### config.mk
export PLATFORM = sky130hd
export DESIGN_NAME = gpp_port
export DESIGN_NICKNAME = d
export VERILOG_FILES = /design/src/gpp_pkg.sv /design/src/gpp_sync.sv /design/src/gpp_port.sv
export SDC_FILE = /design/constraint.sdc
export NUM_CORES = 1
export LEC_CHECK = 0
export ABC_AREA = 1
export BUFFER_PORTS_ARGS = -buffer_cell sky130_fd_sc_hd__clkbuf_2
export CAP_MARGIN = 10
export CORE_MARGIN = 2
export CORE_UTILIZATION = 47
export DETAILED_ROUTE_END_ITERATION = 6
export PLACE_DENSITY = 0.78
export RECOVER_POWER = 50
export SYNTH_ARGS = -nofsm -noshare
export SYNTH_HDL_FRONTEND = slang
export SYNTH_SLANG_ARGS = --single-unit
export TNS_END_PERCENT = 100
### constraint.sdc
create_clock -name CLK -period 1.1 [get_ports CLK]
set_input_delay 0.22 -clock CLK [delete_from_list [all_inputs] [get_ports CLK]]
set_output_delay 0.22 -clock CLK [all_outputs]
set_load 0.05 [all_outputs]
### src/gpp_pkg.sv
// Package for the five-pin general-purpose port: offsets, fields, reset values, structs
package gpp_pkg;

  localparam int GPP_PINS   = 5;
  localparam int GPP_AW     = 2;
  localparam int GPP_DW     = 8;

  // Register offsets on the plain register port
  localparam logic [GPP_AW-1:0] GPP_OFS_LEVEL = 2'h0;
  localparam logic [GPP_AW-1:0] GPP_OFS_LATCH = 2'h1;
  localparam logic [GPP_AW-1:0] GPP_OFS_DIR   = 2'h2;

  // Field positions
  localparam int GPP_BIT_PU_D  = 7;
  localparam int GPP_BIT_PU_E  = 6;
  localparam int GPP_BIT_PU_J  = 5;
  localparam int GPP_BIT_SER2  = 7;
  localparam int GPP_BIT_SER1  = 6;
  localparam int GPP_BIT_SPI   = 7;
  localparam int GPP_BIT_CC2   = 6;
  localparam int GPP_BIT_CC1   = 5;
  localparam int GPP_PIN_BIAS  = 0;
  localparam int GPP_PIN_TX    = 1;
  localparam int GPP_PIN_DT    = 2;
  localparam int GPP_PIN_CAPB  = 3;
  localparam int GPP_PIN_SEG   = 4;

  // Reset values: pull-ups disabled, pins inputs, latch clear
  localparam logic [2:0]          GPP_RST_PU    = 3'h7;
  localparam logic [GPP_PINS-1:0] GPP_RST_DIR   = 5'h1F;
  localparam logic [GPP_PINS-1:0] GPP_RST_LAT   = 5'h00;
  localparam logic [2:0]          GPP_RST_PODS  = 3'h0;
  localparam logic [1:0]          GPP_RST_SODS  = 2'h0;
  localparam logic [GPP_DW-1:0]   GPP_ZERO_BYTE = 8'h00;

  // Peripheral requests that steer the pins
  typedef struct packed {
    logic ser2_active;
    logic ser2_tx_en;
    logic ser2_tx;
    logic ser2_dt_en;
    logic ser2_dt;
    logic lcd_segment_26_drive_en;
    logic lcd_segment_26_drive;
    logic rtc_en;
    logic rtc;
    logic lcd_pump_en;
    logic lcd_bias_en;
  } gpp_periph_s;

  // Open-drain selects handed to the peripherals
  typedef struct packed {
    logic serial2_open_drain_sel;
    logic serial1_open_drain_sel;
    logic spi_open_drain_sel;
    logic capcomp2_open_drain_sel;
    logic capcomp1_open_drain_sel;
  } gpp_od_s;

endpackage

### src/gpp_sync.sv
// Two-flop synchroniser bank for the pin inputs
`timescale 1ns/1ps
module gpp_sync #(
  parameter int W = 5
) (
  input  wire logic         clk,
  input  wire logic         rst,
  input  wire logic         ce,
  input  wire logic [W-1:0] d,
  output logic      [W-1:0] q
);
  logic [W-1:0] meta_ff;
  logic [W-1:0] sync_ff;

  genvar i;
  generate
    for (i = 0; i < W; i++)
    begin : g_bit
      always_ff @(posedge clk)
      begin
        if (rst)
        begin
          meta_ff[i] <= 1'b0;
          sync_ff[i] <= 1'b0;
        end
        else if (ce)
        begin
          meta_ff[i] <= d[i];
          sync_ff[i] <= meta_ff[i];
        end
      end
    end
  endgenerate

  assign q = sync_ff;
endmodule // gpp_sync

### src/gpp_port.sv
// Five-pin general-purpose port with pull-up and open-drain control bits
//
// How it works
// Five pins, 0 to 4, each usable as input or output.
// Direction 0 drives latch onto pin; 1 makes pin an input.
// Latch bit 7 makes pin 1 serial output open-drain while serial 2 active.
// Enabled LCD segment 26 overrides everything on pin 4.
// Charge-pump or bias use removes all other functions on pins 2, 3, 0.
// Peripheral direction overrides never alter the stored direction bits.
// Data register bits 7..5 low enable pull-ups of ports D, E, J.
// Any reset disables all pull-ups.
// Direction bits 7..5 and latch bits 7..6 select peripheral open-drain.
// Latch bit 5 is unimplemented and reads zero.
// Small package: port J pull-up bit unimplemented, reads zero.
// Serial 2 transmit or sync data output beats the port latch.
// Software sets pin 2 direction to input before sync data receive.
// Pin 4 carries real-time clock output regardless of direction.
// Data register low bits read pins; writes load the output latch.
//
// Our own choices: the address-and-strobe port and the placing of the registers.
`timescale 1ns/1ps
module gpp_port
  import gpp_pkg::*;
#(
  parameter bit HAS_PORT_J = 1'b1
) (
  input  wire logic                  CLK,
  input  wire logic                  RST,
  input  wire logic                  CE,
  input  wire logic [GPP_AW-1:0]     ADDR,
  input  wire logic [GPP_DW-1:0]     WDATA,
  input  wire logic                  WR,
  input  wire logic                  RD,
  output logic      [GPP_DW-1:0]     RDATA,
  input  wire gpp_pkg::gpp_periph_s  PERIPH,
  input  wire logic [GPP_PINS-1:0]   PIN_I,
  output logic      [GPP_PINS-1:0]   PIN_O,
  output logic      [GPP_PINS-1:0]   PIN_OE_N,
  output logic      [GPP_PINS-1:0]   PIN_ANALOG,
  output logic      [GPP_PINS-1:0]   PIN_IN_LEVEL,
  output logic                       PORT_D_PULLUP_DISABLE,
  output logic                       PORT_E_PULLUP_DISABLE,
  output logic                       PORT_J_PULLUP_DISABLE,
  output gpp_pkg::gpp_od_s           OD_SEL
);
  import gpp_pkg::*;

  logic [GPP_PINS-1:0] lat_ff;
  logic [GPP_PINS-1:0] dir_ff;
  logic [2:0]          pu_ff;
  logic [1:0]          sod_ff;
  logic [2:0]          pod_ff;
  logic [GPP_DW-1:0]   rdata_ff;
  logic [GPP_PINS-1:0] pin_sync;

  gpp_sync #(.W(GPP_PINS)) u_sync (
    .clk (CLK),
    .rst (RST),
    .ce  (CE),
    .d   (PIN_I),
    .q   (pin_sync)
  );

  wire sel_level = (ADDR == GPP_OFS_LEVEL);
  wire sel_latch = (ADDR == GPP_OFS_LATCH);
  wire sel_dir   = (ADDR == GPP_OFS_DIR);
  wire wr_level  = CE && WR && sel_level;
  wire wr_latch  = CE && WR && sel_latch;
  wire wr_dir    = CE && WR && sel_dir;

  // Port J bit is hard-wired off on the small package
  wire pu_j_mask = HAS_PORT_J;

  always_ff @(posedge CLK)
  begin
    if (RST)
    begin
      lat_ff <= GPP_RST_LAT;
      dir_ff <= GPP_RST_DIR;
      pu_ff  <= GPP_RST_PU;
      sod_ff <= GPP_RST_SODS;
      pod_ff <= GPP_RST_PODS;
    end
    else
    begin
      if (wr_level || wr_latch)
        lat_ff <= WDATA[GPP_PINS-1:0];
      if (wr_level)
        pu_ff <= WDATA[GPP_BIT_PU_D:GPP_BIT_PU_J];
      if (wr_latch)
        sod_ff <= WDATA[GPP_BIT_SER2:GPP_BIT_SER1];
      if (wr_dir)
      begin
        dir_ff <= WDATA[GPP_PINS-1:0];
        pod_ff <= WDATA[GPP_BIT_SPI:GPP_BIT_CC1];
      end
    end
  end

  // Read mux: stored values and synchronised pin levels, never pin overrides
  logic [GPP_DW-1:0] rd_mux;
  wire  [2:0]        pu_rd = {pu_ff[2:1], pu_ff[0] & pu_j_mask};
  always_comb
  begin
    rd_mux = GPP_ZERO_BYTE;
    if (sel_level)
      rd_mux = {pu_rd, pin_sync};
    else if (sel_latch)
      rd_mux = {sod_ff, 1'b0, lat_ff};
    else if (sel_dir)
      rd_mux = {pod_ff, dir_ff};
  end

  always_ff @(posedge CLK)
  begin
    if (RST)
      rdata_ff <= GPP_ZERO_BYTE;
    else if (CE)
      rdata_ff <= RD ? rd_mux : GPP_ZERO_BYTE;
  end
  assign RDATA = rdata_ff;

  // Pin drive resolution, lowest priority first
  logic [GPP_PINS-1:0] drv_o;
  logic [GPP_PINS-1:0] drv_oe_n;
  logic [GPP_PINS-1:0] ana;
  always_comb
  begin
    drv_o    = lat_ff;
    drv_oe_n = dir_ff;
    ana      = '0;
    // Serial 2 outputs beat the latch; direction bit does not matter
    if (PERIPH.ser2_tx_en)
    begin
      drv_o[GPP_PIN_TX] = PERIPH.ser2_tx;
      // Open-drain: release the pin instead of driving high
      drv_oe_n[GPP_PIN_TX] = PERIPH.ser2_active && sod_ff[1] && PERIPH.ser2_tx;
    end
    if (PERIPH.ser2_dt_en)
    begin
      drv_o[GPP_PIN_DT]    = PERIPH.ser2_dt;
      drv_oe_n[GPP_PIN_DT] = 1'b0;
    end
    if (PERIPH.rtc_en)
    begin
      drv_o[GPP_PIN_SEG]    = PERIPH.rtc;
      drv_oe_n[GPP_PIN_SEG] = 1'b0;
    end
    if (PERIPH.lcd_segment_26_drive_en)
    begin
      drv_o[GPP_PIN_SEG]    = PERIPH.lcd_segment_26_drive;
      drv_oe_n[GPP_PIN_SEG] = 1'b1;
      ana[GPP_PIN_SEG]      = 1'b1;
    end
    if (PERIPH.lcd_pump_en)
    begin
      drv_o[GPP_PIN_DT]      = 1'b0;
      drv_oe_n[GPP_PIN_DT]   = 1'b1;
      ana[GPP_PIN_DT]        = 1'b1;
      drv_o[GPP_PIN_CAPB]    = 1'b0;
      drv_oe_n[GPP_PIN_CAPB] = 1'b1;
      ana[GPP_PIN_CAPB]      = 1'b1;
    end
    if (PERIPH.lcd_bias_en)
    begin
      drv_o[GPP_PIN_BIAS]    = 1'b0;
      drv_oe_n[GPP_PIN_BIAS] = 1'b1;
      ana[GPP_PIN_BIAS]      = 1'b1;
    end
  end

  // Pin-level samples are blanked on analog pins so peripherals see nothing
  assign PIN_O        = drv_o;
  assign PIN_OE_N     = drv_oe_n;
  assign PIN_ANALOG   = ana;
  assign PIN_IN_LEVEL = pin_sync & ~ana;

  assign PORT_D_PULLUP_DISABLE = pu_ff[2];
  assign PORT_E_PULLUP_DISABLE = pu_ff[1];
  assign PORT_J_PULLUP_DISABLE = pu_ff[0] | ~pu_j_mask;

  // One assignment drives the whole struct so no member has a second driver
  assign OD_SEL = '{
    serial2_open_drain_sel:  sod_ff[1],
    serial1_open_drain_sel:  sod_ff[0],
    spi_open_drain_sel:      pod_ff[2],
    capcomp2_open_drain_sel: pod_ff[1],
    capcomp1_open_drain_sel: pod_ff[0]
  };

  // Assertions
  AST_SEG_OVERRIDE: assert property (@(posedge CLK) disable iff (RST)
    PERIPH.lcd_segment_26_drive_en |-> PIN_OE_N[GPP_PIN_SEG] && PIN_ANALOG[GPP_PIN_SEG])
    else $error("segment drive did not own pin 4");
  AST_PUMP_ISOLATE: assert property (@(posedge CLK) disable iff (RST)
    PERIPH.lcd_pump_en |-> PIN_OE_N[GPP_PIN_DT] && PIN_OE_N[GPP_PIN_CAPB] &&
      !PIN_IN_LEVEL[GPP_PIN_DT])
    else $error("charge pump pins not isolated");
  AST_BIAS_ISOLATE: assert property (@(posedge CLK) disable iff (RST)
    PERIPH.lcd_bias_en |-> PIN_OE_N[GPP_PIN_BIAS] && !PIN_IN_LEVEL[GPP_PIN_BIAS])
    else $error("bias pin not isolated");
  AST_DIR_READ: assert property (@(posedge CLK) disable iff (RST || !CE)
    RD && sel_dir |=> RDATA[GPP_PINS-1:0] == $past(dir_ff))
    else $error("direction read differs from stored value");
  AST_PU_WRITE: assert property (@(posedge CLK) disable iff (RST)
    wr_level |=> pu_ff == $past(WDATA[GPP_BIT_PU_D:GPP_BIT_PU_J]))
    else $error("pull-up bits not loaded");
  AST_PU_RESET: assert property (@(posedge CLK)
    RST |=> PORT_D_PULLUP_DISABLE && PORT_E_PULLUP_DISABLE && PORT_J_PULLUP_DISABLE)
    else $error("pull-ups enabled after reset");
  AST_LAT5_ZERO: assert property (@(posedge CLK) disable iff (RST || !CE)
    RD && sel_latch |=> RDATA[5] == 1'b0)
    else $error("latch bit 5 read as one");
  AST_TX_PRIO: assert property (@(posedge CLK) disable iff (RST)
    PERIPH.ser2_tx_en && !PERIPH.lcd_pump_en |-> PIN_O[GPP_PIN_TX] == PERIPH.ser2_tx)
    else $error("transmit lost to latch");
  AST_RTC_OUT: assert property (@(posedge CLK) disable iff (RST)
    PERIPH.rtc_en && !PERIPH.lcd_segment_26_drive_en |->
      !PIN_OE_N[GPP_PIN_SEG] && PIN_O[GPP_PIN_SEG] == PERIPH.rtc)
    else $error("clock output not on pin 4");
  AST_LAT_DRIVE: assert property (@(posedge CLK) disable iff (RST)
    wr_latch && WDATA[GPP_PIN_BIAS] && !PERIPH.lcd_bias_en && !dir_ff[GPP_PIN_BIAS] && !$past(RST)
      |=> PIN_O[GPP_PIN_BIAS] || PERIPH.lcd_bias_en)
    else $error("latch not driven onto pin 0");
  AST_PORTJ_SMALL: assert property (@(posedge CLK) disable iff (RST || !CE)
    !HAS_PORT_J && RD && sel_level |=> RDATA[GPP_BIT_PU_J] == 1'b0)
    else $error("port J pull-up bit read on small package");

  // Serial 2 takes pin 1 and pin 2 away from the latch
  AST_TX_RELEASE: assert property (@(posedge CLK) disable iff (RST)
    PERIPH.ser2_tx_en && PERIPH.ser2_active && sod_ff[1] |->
      PIN_OE_N[GPP_PIN_TX] == PERIPH.ser2_tx)
    else $error("open-drain transmit did not release pin 1");
  AST_TX_PUSH: assert property (@(posedge CLK) disable iff (RST)
    PERIPH.ser2_tx_en && !(PERIPH.ser2_active && sod_ff[1]) |-> !PIN_OE_N[GPP_PIN_TX])
    else $error("transmit did not drive pin 1");
  AST_DT_PRIO: assert property (@(posedge CLK) disable iff (RST)
    PERIPH.ser2_dt_en && !PERIPH.lcd_pump_en |->
      !PIN_OE_N[GPP_PIN_DT] && PIN_O[GPP_PIN_DT] == PERIPH.ser2_dt)
    else $error("sync data lost to latch");

  // With no function on a pin, direction and latch own it; a slip shows as a stuck pad
  AST_PIN0_PLAIN: assert property (@(posedge CLK) disable iff (RST)
    !PERIPH.lcd_bias_en |-> !PIN_ANALOG[GPP_PIN_BIAS] &&
      PIN_OE_N[GPP_PIN_BIAS] == dir_ff[GPP_PIN_BIAS] &&
      PIN_O[GPP_PIN_BIAS] == lat_ff[GPP_PIN_BIAS])
    else $error("pin 0 does not follow direction and latch");
  AST_PIN1_PLAIN: assert property (@(posedge CLK) disable iff (RST)
    !PERIPH.ser2_tx_en |-> PIN_OE_N[GPP_PIN_TX] == dir_ff[GPP_PIN_TX] &&
      PIN_O[GPP_PIN_TX] == lat_ff[GPP_PIN_TX])
    else $error("pin 1 does not follow direction and latch");
  AST_PIN3_PLAIN: assert property (@(posedge CLK) disable iff (RST)
    !PERIPH.lcd_pump_en |-> !PIN_ANALOG[GPP_PIN_CAPB] &&
      PIN_OE_N[GPP_PIN_CAPB] == dir_ff[GPP_PIN_CAPB] &&
      PIN_O[GPP_PIN_CAPB] == lat_ff[GPP_PIN_CAPB])
    else $error("pin 3 does not follow direction and latch");
  AST_SEG_RELEASED: assert property (@(posedge CLK) disable iff (RST)
    !PERIPH.lcd_segment_26_drive_en && !PERIPH.rtc_en |-> !PIN_ANALOG[GPP_PIN_SEG] &&
      PIN_OE_N[GPP_PIN_SEG] == dir_ff[GPP_PIN_SEG] &&
      PIN_O[GPP_PIN_SEG] == lat_ff[GPP_PIN_SEG])
    else $error("pin 4 not back to port use with segment off");

  // Register writes land in the addressed fields
  AST_LEVEL_LATCH: assert property (@(posedge CLK) disable iff (RST)
    wr_level |=> lat_ff == $past(WDATA[GPP_PINS-1:0]))
    else $error("data register write missed the latch");
  AST_PERIPH_OD: assert property (@(posedge CLK) disable iff (RST)
    wr_dir |=> OD_SEL.spi_open_drain_sel == $past(WDATA[GPP_BIT_SPI]) &&
      OD_SEL.capcomp2_open_drain_sel == $past(WDATA[GPP_BIT_CC2]) &&
      OD_SEL.capcomp1_open_drain_sel == $past(WDATA[GPP_BIT_CC1]))
    else $error("peripheral open-drain selects not loaded");
  AST_SERIAL_OD: assert property (@(posedge CLK) disable iff (RST)
    wr_latch |=> OD_SEL.serial2_open_drain_sel == $past(WDATA[GPP_BIT_SER2]) &&
      OD_SEL.serial1_open_drain_sel == $past(WDATA[GPP_BIT_SER1]))
    else $error("serial open-drain selects not loaded");

  // Peripheral overrides never reach the stored bits, so read-modify-write stays safe
  AST_DIR_HOLD: assert property (@(posedge CLK) disable iff (RST)
    !wr_dir |=> $stable(dir_ff))
    else $error("direction bits moved without a write");
  AST_LAT_HOLD: assert property (@(posedge CLK) disable iff (RST)
    !wr_level && !wr_latch |=> $stable(lat_ff))
    else $error("latch bits moved without a write");
  AST_PU_HOLD: assert property (@(posedge CLK) disable iff (RST)
    !wr_level |=> $stable(pu_ff))
    else $error("pull-up bits moved without a write");
  AST_CE_FREEZE: assert property (@(posedge CLK) disable iff (RST)
    !CE |=> $stable(lat_ff) && $stable(dir_ff) && $stable(pu_ff) &&
      $stable(sod_ff) && $stable(pod_ff) && $stable(pin_sync) && $stable(RDATA))
    else $error("state moved while clock enable low");

  // Read paths return sampled pins and stored latch bits
  AST_LEVEL_READ: assert property (@(posedge CLK) disable iff (RST || !CE)
    RD && sel_level |=> RDATA[GPP_PINS-1:0] == $past(pin_sync))
    else $error("data register read differs from pin levels");
  AST_LATCH_READ: assert property (@(posedge CLK) disable iff (RST || !CE)
    RD && sel_latch |=> RDATA[GPP_PINS-1:0] == $past(lat_ff))
    else $error("latch read differs from stored value");
  AST_J_SMALL_OFF: assert property (@(posedge CLK) disable iff (RST)
    !HAS_PORT_J |-> PORT_J_PULLUP_DISABLE)
    else $error("port J pull-ups enabled on small package");

  COV_OD_TX: cover property (@(posedge CLK) PERIPH.ser2_active && sod_ff[1] && PERIPH.ser2_tx_en);
  COV_SEG: cover property (@(posedge CLK) PERIPH.lcd_segment_26_drive_en && !dir_ff[GPP_PIN_SEG]);
  COV_WR_RD: cover property (@(posedge CLK) wr_level ##1 RD && sel_level);
  COV_PUMP_DT: cover property (@(posedge CLK) PERIPH.lcd_pump_en && PERIPH.ser2_dt_en);
  COV_RTC_IN: cover property (@(posedge CLK) PERIPH.rtc_en && dir_ff[GPP_PIN_SEG]);
endmodule // gpp_port

==> impl_results.md <==
- CP peak stage delay: 0.34 ns
- Root Buffer: clkbuf_4
- Async SR Flop Fraction: 0%
- Hpwl dp: between 3000 and 4000 µm
- Critical Path End Type: output port
- Sw Share: 33.0%
- Internal: 0.00203 W
- Min setup slack post-route: -0.204 ns
- Vias: 2,026
- Unique masters post-synth: 24
- Routed WL per cell: 15.6 µm
- Clk pwr share: 25.5%
- Hold Path Depth: 3
- Sinks on Clock Net: 36
- Multi-input gate area: 820 µm²
- Fmax: ~0.77 GHz
- Critical path type: flip-flop to output port
- Reg area: 758 µm²
- DR iter-0 viols: 267
- Unrepaired setup endpoints after global routing: true
- Congestion Overflow GR: 0
- Clock skew: 0.0109 ns
- Fin crit share: 119%
- Sequential area share after synthesis: between 40% and 50%
- Number of flops mapped to enable cells by yosys: 0
- Synth area leader: dfxtp_1
- Post-Syn Area: 1660 µm²
- CTS H-tree depth: 2
- WL final: ~5800 µm
- Die Ht: 63.4 µm
- Worst min path class: primary input to flip-flop
- Starting Density: 49.3%
- RD Place Congestion: roughly 0.84
- Tmin final: 1.30 ns
- Final Hold Fails: 0
- Maximum VDD drop: approximately 0.86 mV
- Drt drc: 0
- Number of global-route vias before repair: 1,929
- Io pins: 67
- Fillcell total: 203
- WP data required: 0.88 ns
- PD cells: 1090 nW/µm²
- Fin Hold WS: 0.0813 ns
- Power, Total: 0.00302 W
- Final Slew Violations: 0
- Port Buf Inserts: 65
- Clock Latency Late Sink: 0.35 ns
- Most frequent cells after synthesis: 47 x nand2_1, 36 x dfxtp_1, 35 x nor2_1, 28 x nand3_1
- Cells after Synth: 234
- DRT antenna net count: 0
- Most common cell in the netlist: nand2_1
- CTS buffer count: 5
- Seq cells post-synth: 36
- Pre-antenna DRT Iters: 6
- Via-to-Cell Ratio: 5.42
- NumNets Final: 358
- Place WS: 0.00235 ns
- First-pass GRT wire length: 8770 µm
- CP Data Arrival Time: 1.08 ns
- Rows: 21
- Failing checks: negative setup slack
- Comb power frac: 27.6%
- Worst Setup Start Kind: flip-flop
- Ys flop type: dfxtp_1
- Core Box Area: 3360 µm²
- Largest net degree at the start of global routing: 29
- Syn Nets: 265
- Crit-path slowest cell: dfxtp_2
- Syn avg cell area: 7.08 µm²
- Area grow syn2layout: 67.0%
- Initial antenna violation count: 0
- Total net switching power: 0.000999 W
- Main area contributors after synthesis: dfxtp_1 43%, nand2_1 11%, nand3_1 8.5%
- Die area: around 4000 µm²
- Horiz. Die Dim: between 60 and 70 µm
- Worst r2r path cells: 6
- Sequential share of power: 46.9%
- Antenna Cells: 0
- Clock-pin transition on the worst setup and hold timing paths: 0.11 ns
- CTS tree: built
- Share of the synthesized area in the top cell type: 43.5%
- LEAKAGE: 1.31 nW
- Max clock buf depth: 2
- Core Util, Final: 82.3%
- Worst-path maximum fanout: 2
- Share of cells above drive strength 1: 51.5%
- Cell chain of the critical path: or2_4, clkbuf_16
- Final setup violating endpoints: 22
- Status: finished with violations
- Max-cap violations: 0
- Total track usage: between 20% and 30%
- Synth Warn #: 0
power groups by stage:
stage | Sequential, W | Clock (W) | Combinational, W
6_report | 0.00142 | 0.000771 | 0.000835
5_1_grt | 0.00142 | 0.000834 | 0.000877
4_1_cts | 0.00141 | 0.000761 | 0.000755
3_5_place_dp | 0.00143 | 0 | 0.000620
3_3_place_gp | 0.00143 | 0 | 0.000611
2_1_floorplan | 0.00149 | 0 | 0.000380
routing by layer:
layer / part of all wire [%] / vias to the layer above / track usage (%)
met5: 0 / - / 0
met4: 4.2 / 0 / 16.0
met3: 8.7 / 33 / 5.71
met2: 52 / 136 / 49.9
met1: 35 / 921 / 31.2
li1: - / 936 / -
cell type report:
class                      count  share of cell area (%)
inverter                      23                    3.21
sequential                    36                    27.4
clock buffer                   8                    2.12
multi-input combinational    161                    29.6
tap                           46                    2.08
timing repair buffer         100                    35.6
flip-flops by register name (all words and copies together) (netlist names):
register	count
u_sync.meta_ff	5
lat_ff	5
dir_ff	5
RDATA	8
sod_ff	2
u_sync.q	5
pod_ff	3
pu_ff	3
critical path: cells and delay by family (launching register included):
kind | cells | cell delay, ns
AND/OR/NAND/NOR | 1 | 0.23
flip-flops | 1 | 0.34
buffers and inverters | 1 | 0.17
cell usage in the layout (no fill, tap or decap), drive strengths merged, types with 17 or more instances in the layout:
cell type,instances
clkbuf,48
o21ai,23
buf,60
dfxtp,36
a21oi,17
nand2,49
nor2,38
nand3,28
inv,22
worst paths after layout:
check	startpoint	end	slack, ns
max	dir_ff[3]	PIN_OE_N[3]	-0.20
min	WDATA[5]	pu_ff[0]	0.08
max reg2reg	pod_ff[2]	RDATA[7]	0.09
min reg2reg	RDATA[1]	RDATA[1]	0.48
repair_timing:
item                                    4_1_cts  5_1_grt
pin swaps                                     6        1
hold endpoints to repair                      0        0
hold buffers                                  0        0
endpoints found under the setup margin       31       31
buffers inserted                             16        6
gates resized for setup                     113       34
kinds of logic after synthesis:
family,after synthesis,synth area share (%)
flip-flops,36,43.5
other,1,0.226
AND/OR/NAND/NOR,117,31.1
buffers and inverters,37,11.8
AO/OA/AOI/OAI,43,13.4
through the flow:
step	instance area, µm²	TNS (ns)	instances
6_report	2770	-2.29	374
2_1_floorplan	1700	-0.0951	234
3_3_place_gp	2100	0	344
5_1_grt	2770	-3.26	374
4_1_cts	2670	-2.18	368
3_5_place_dp	2100	0	344
(Power assumes the default switching activity.)
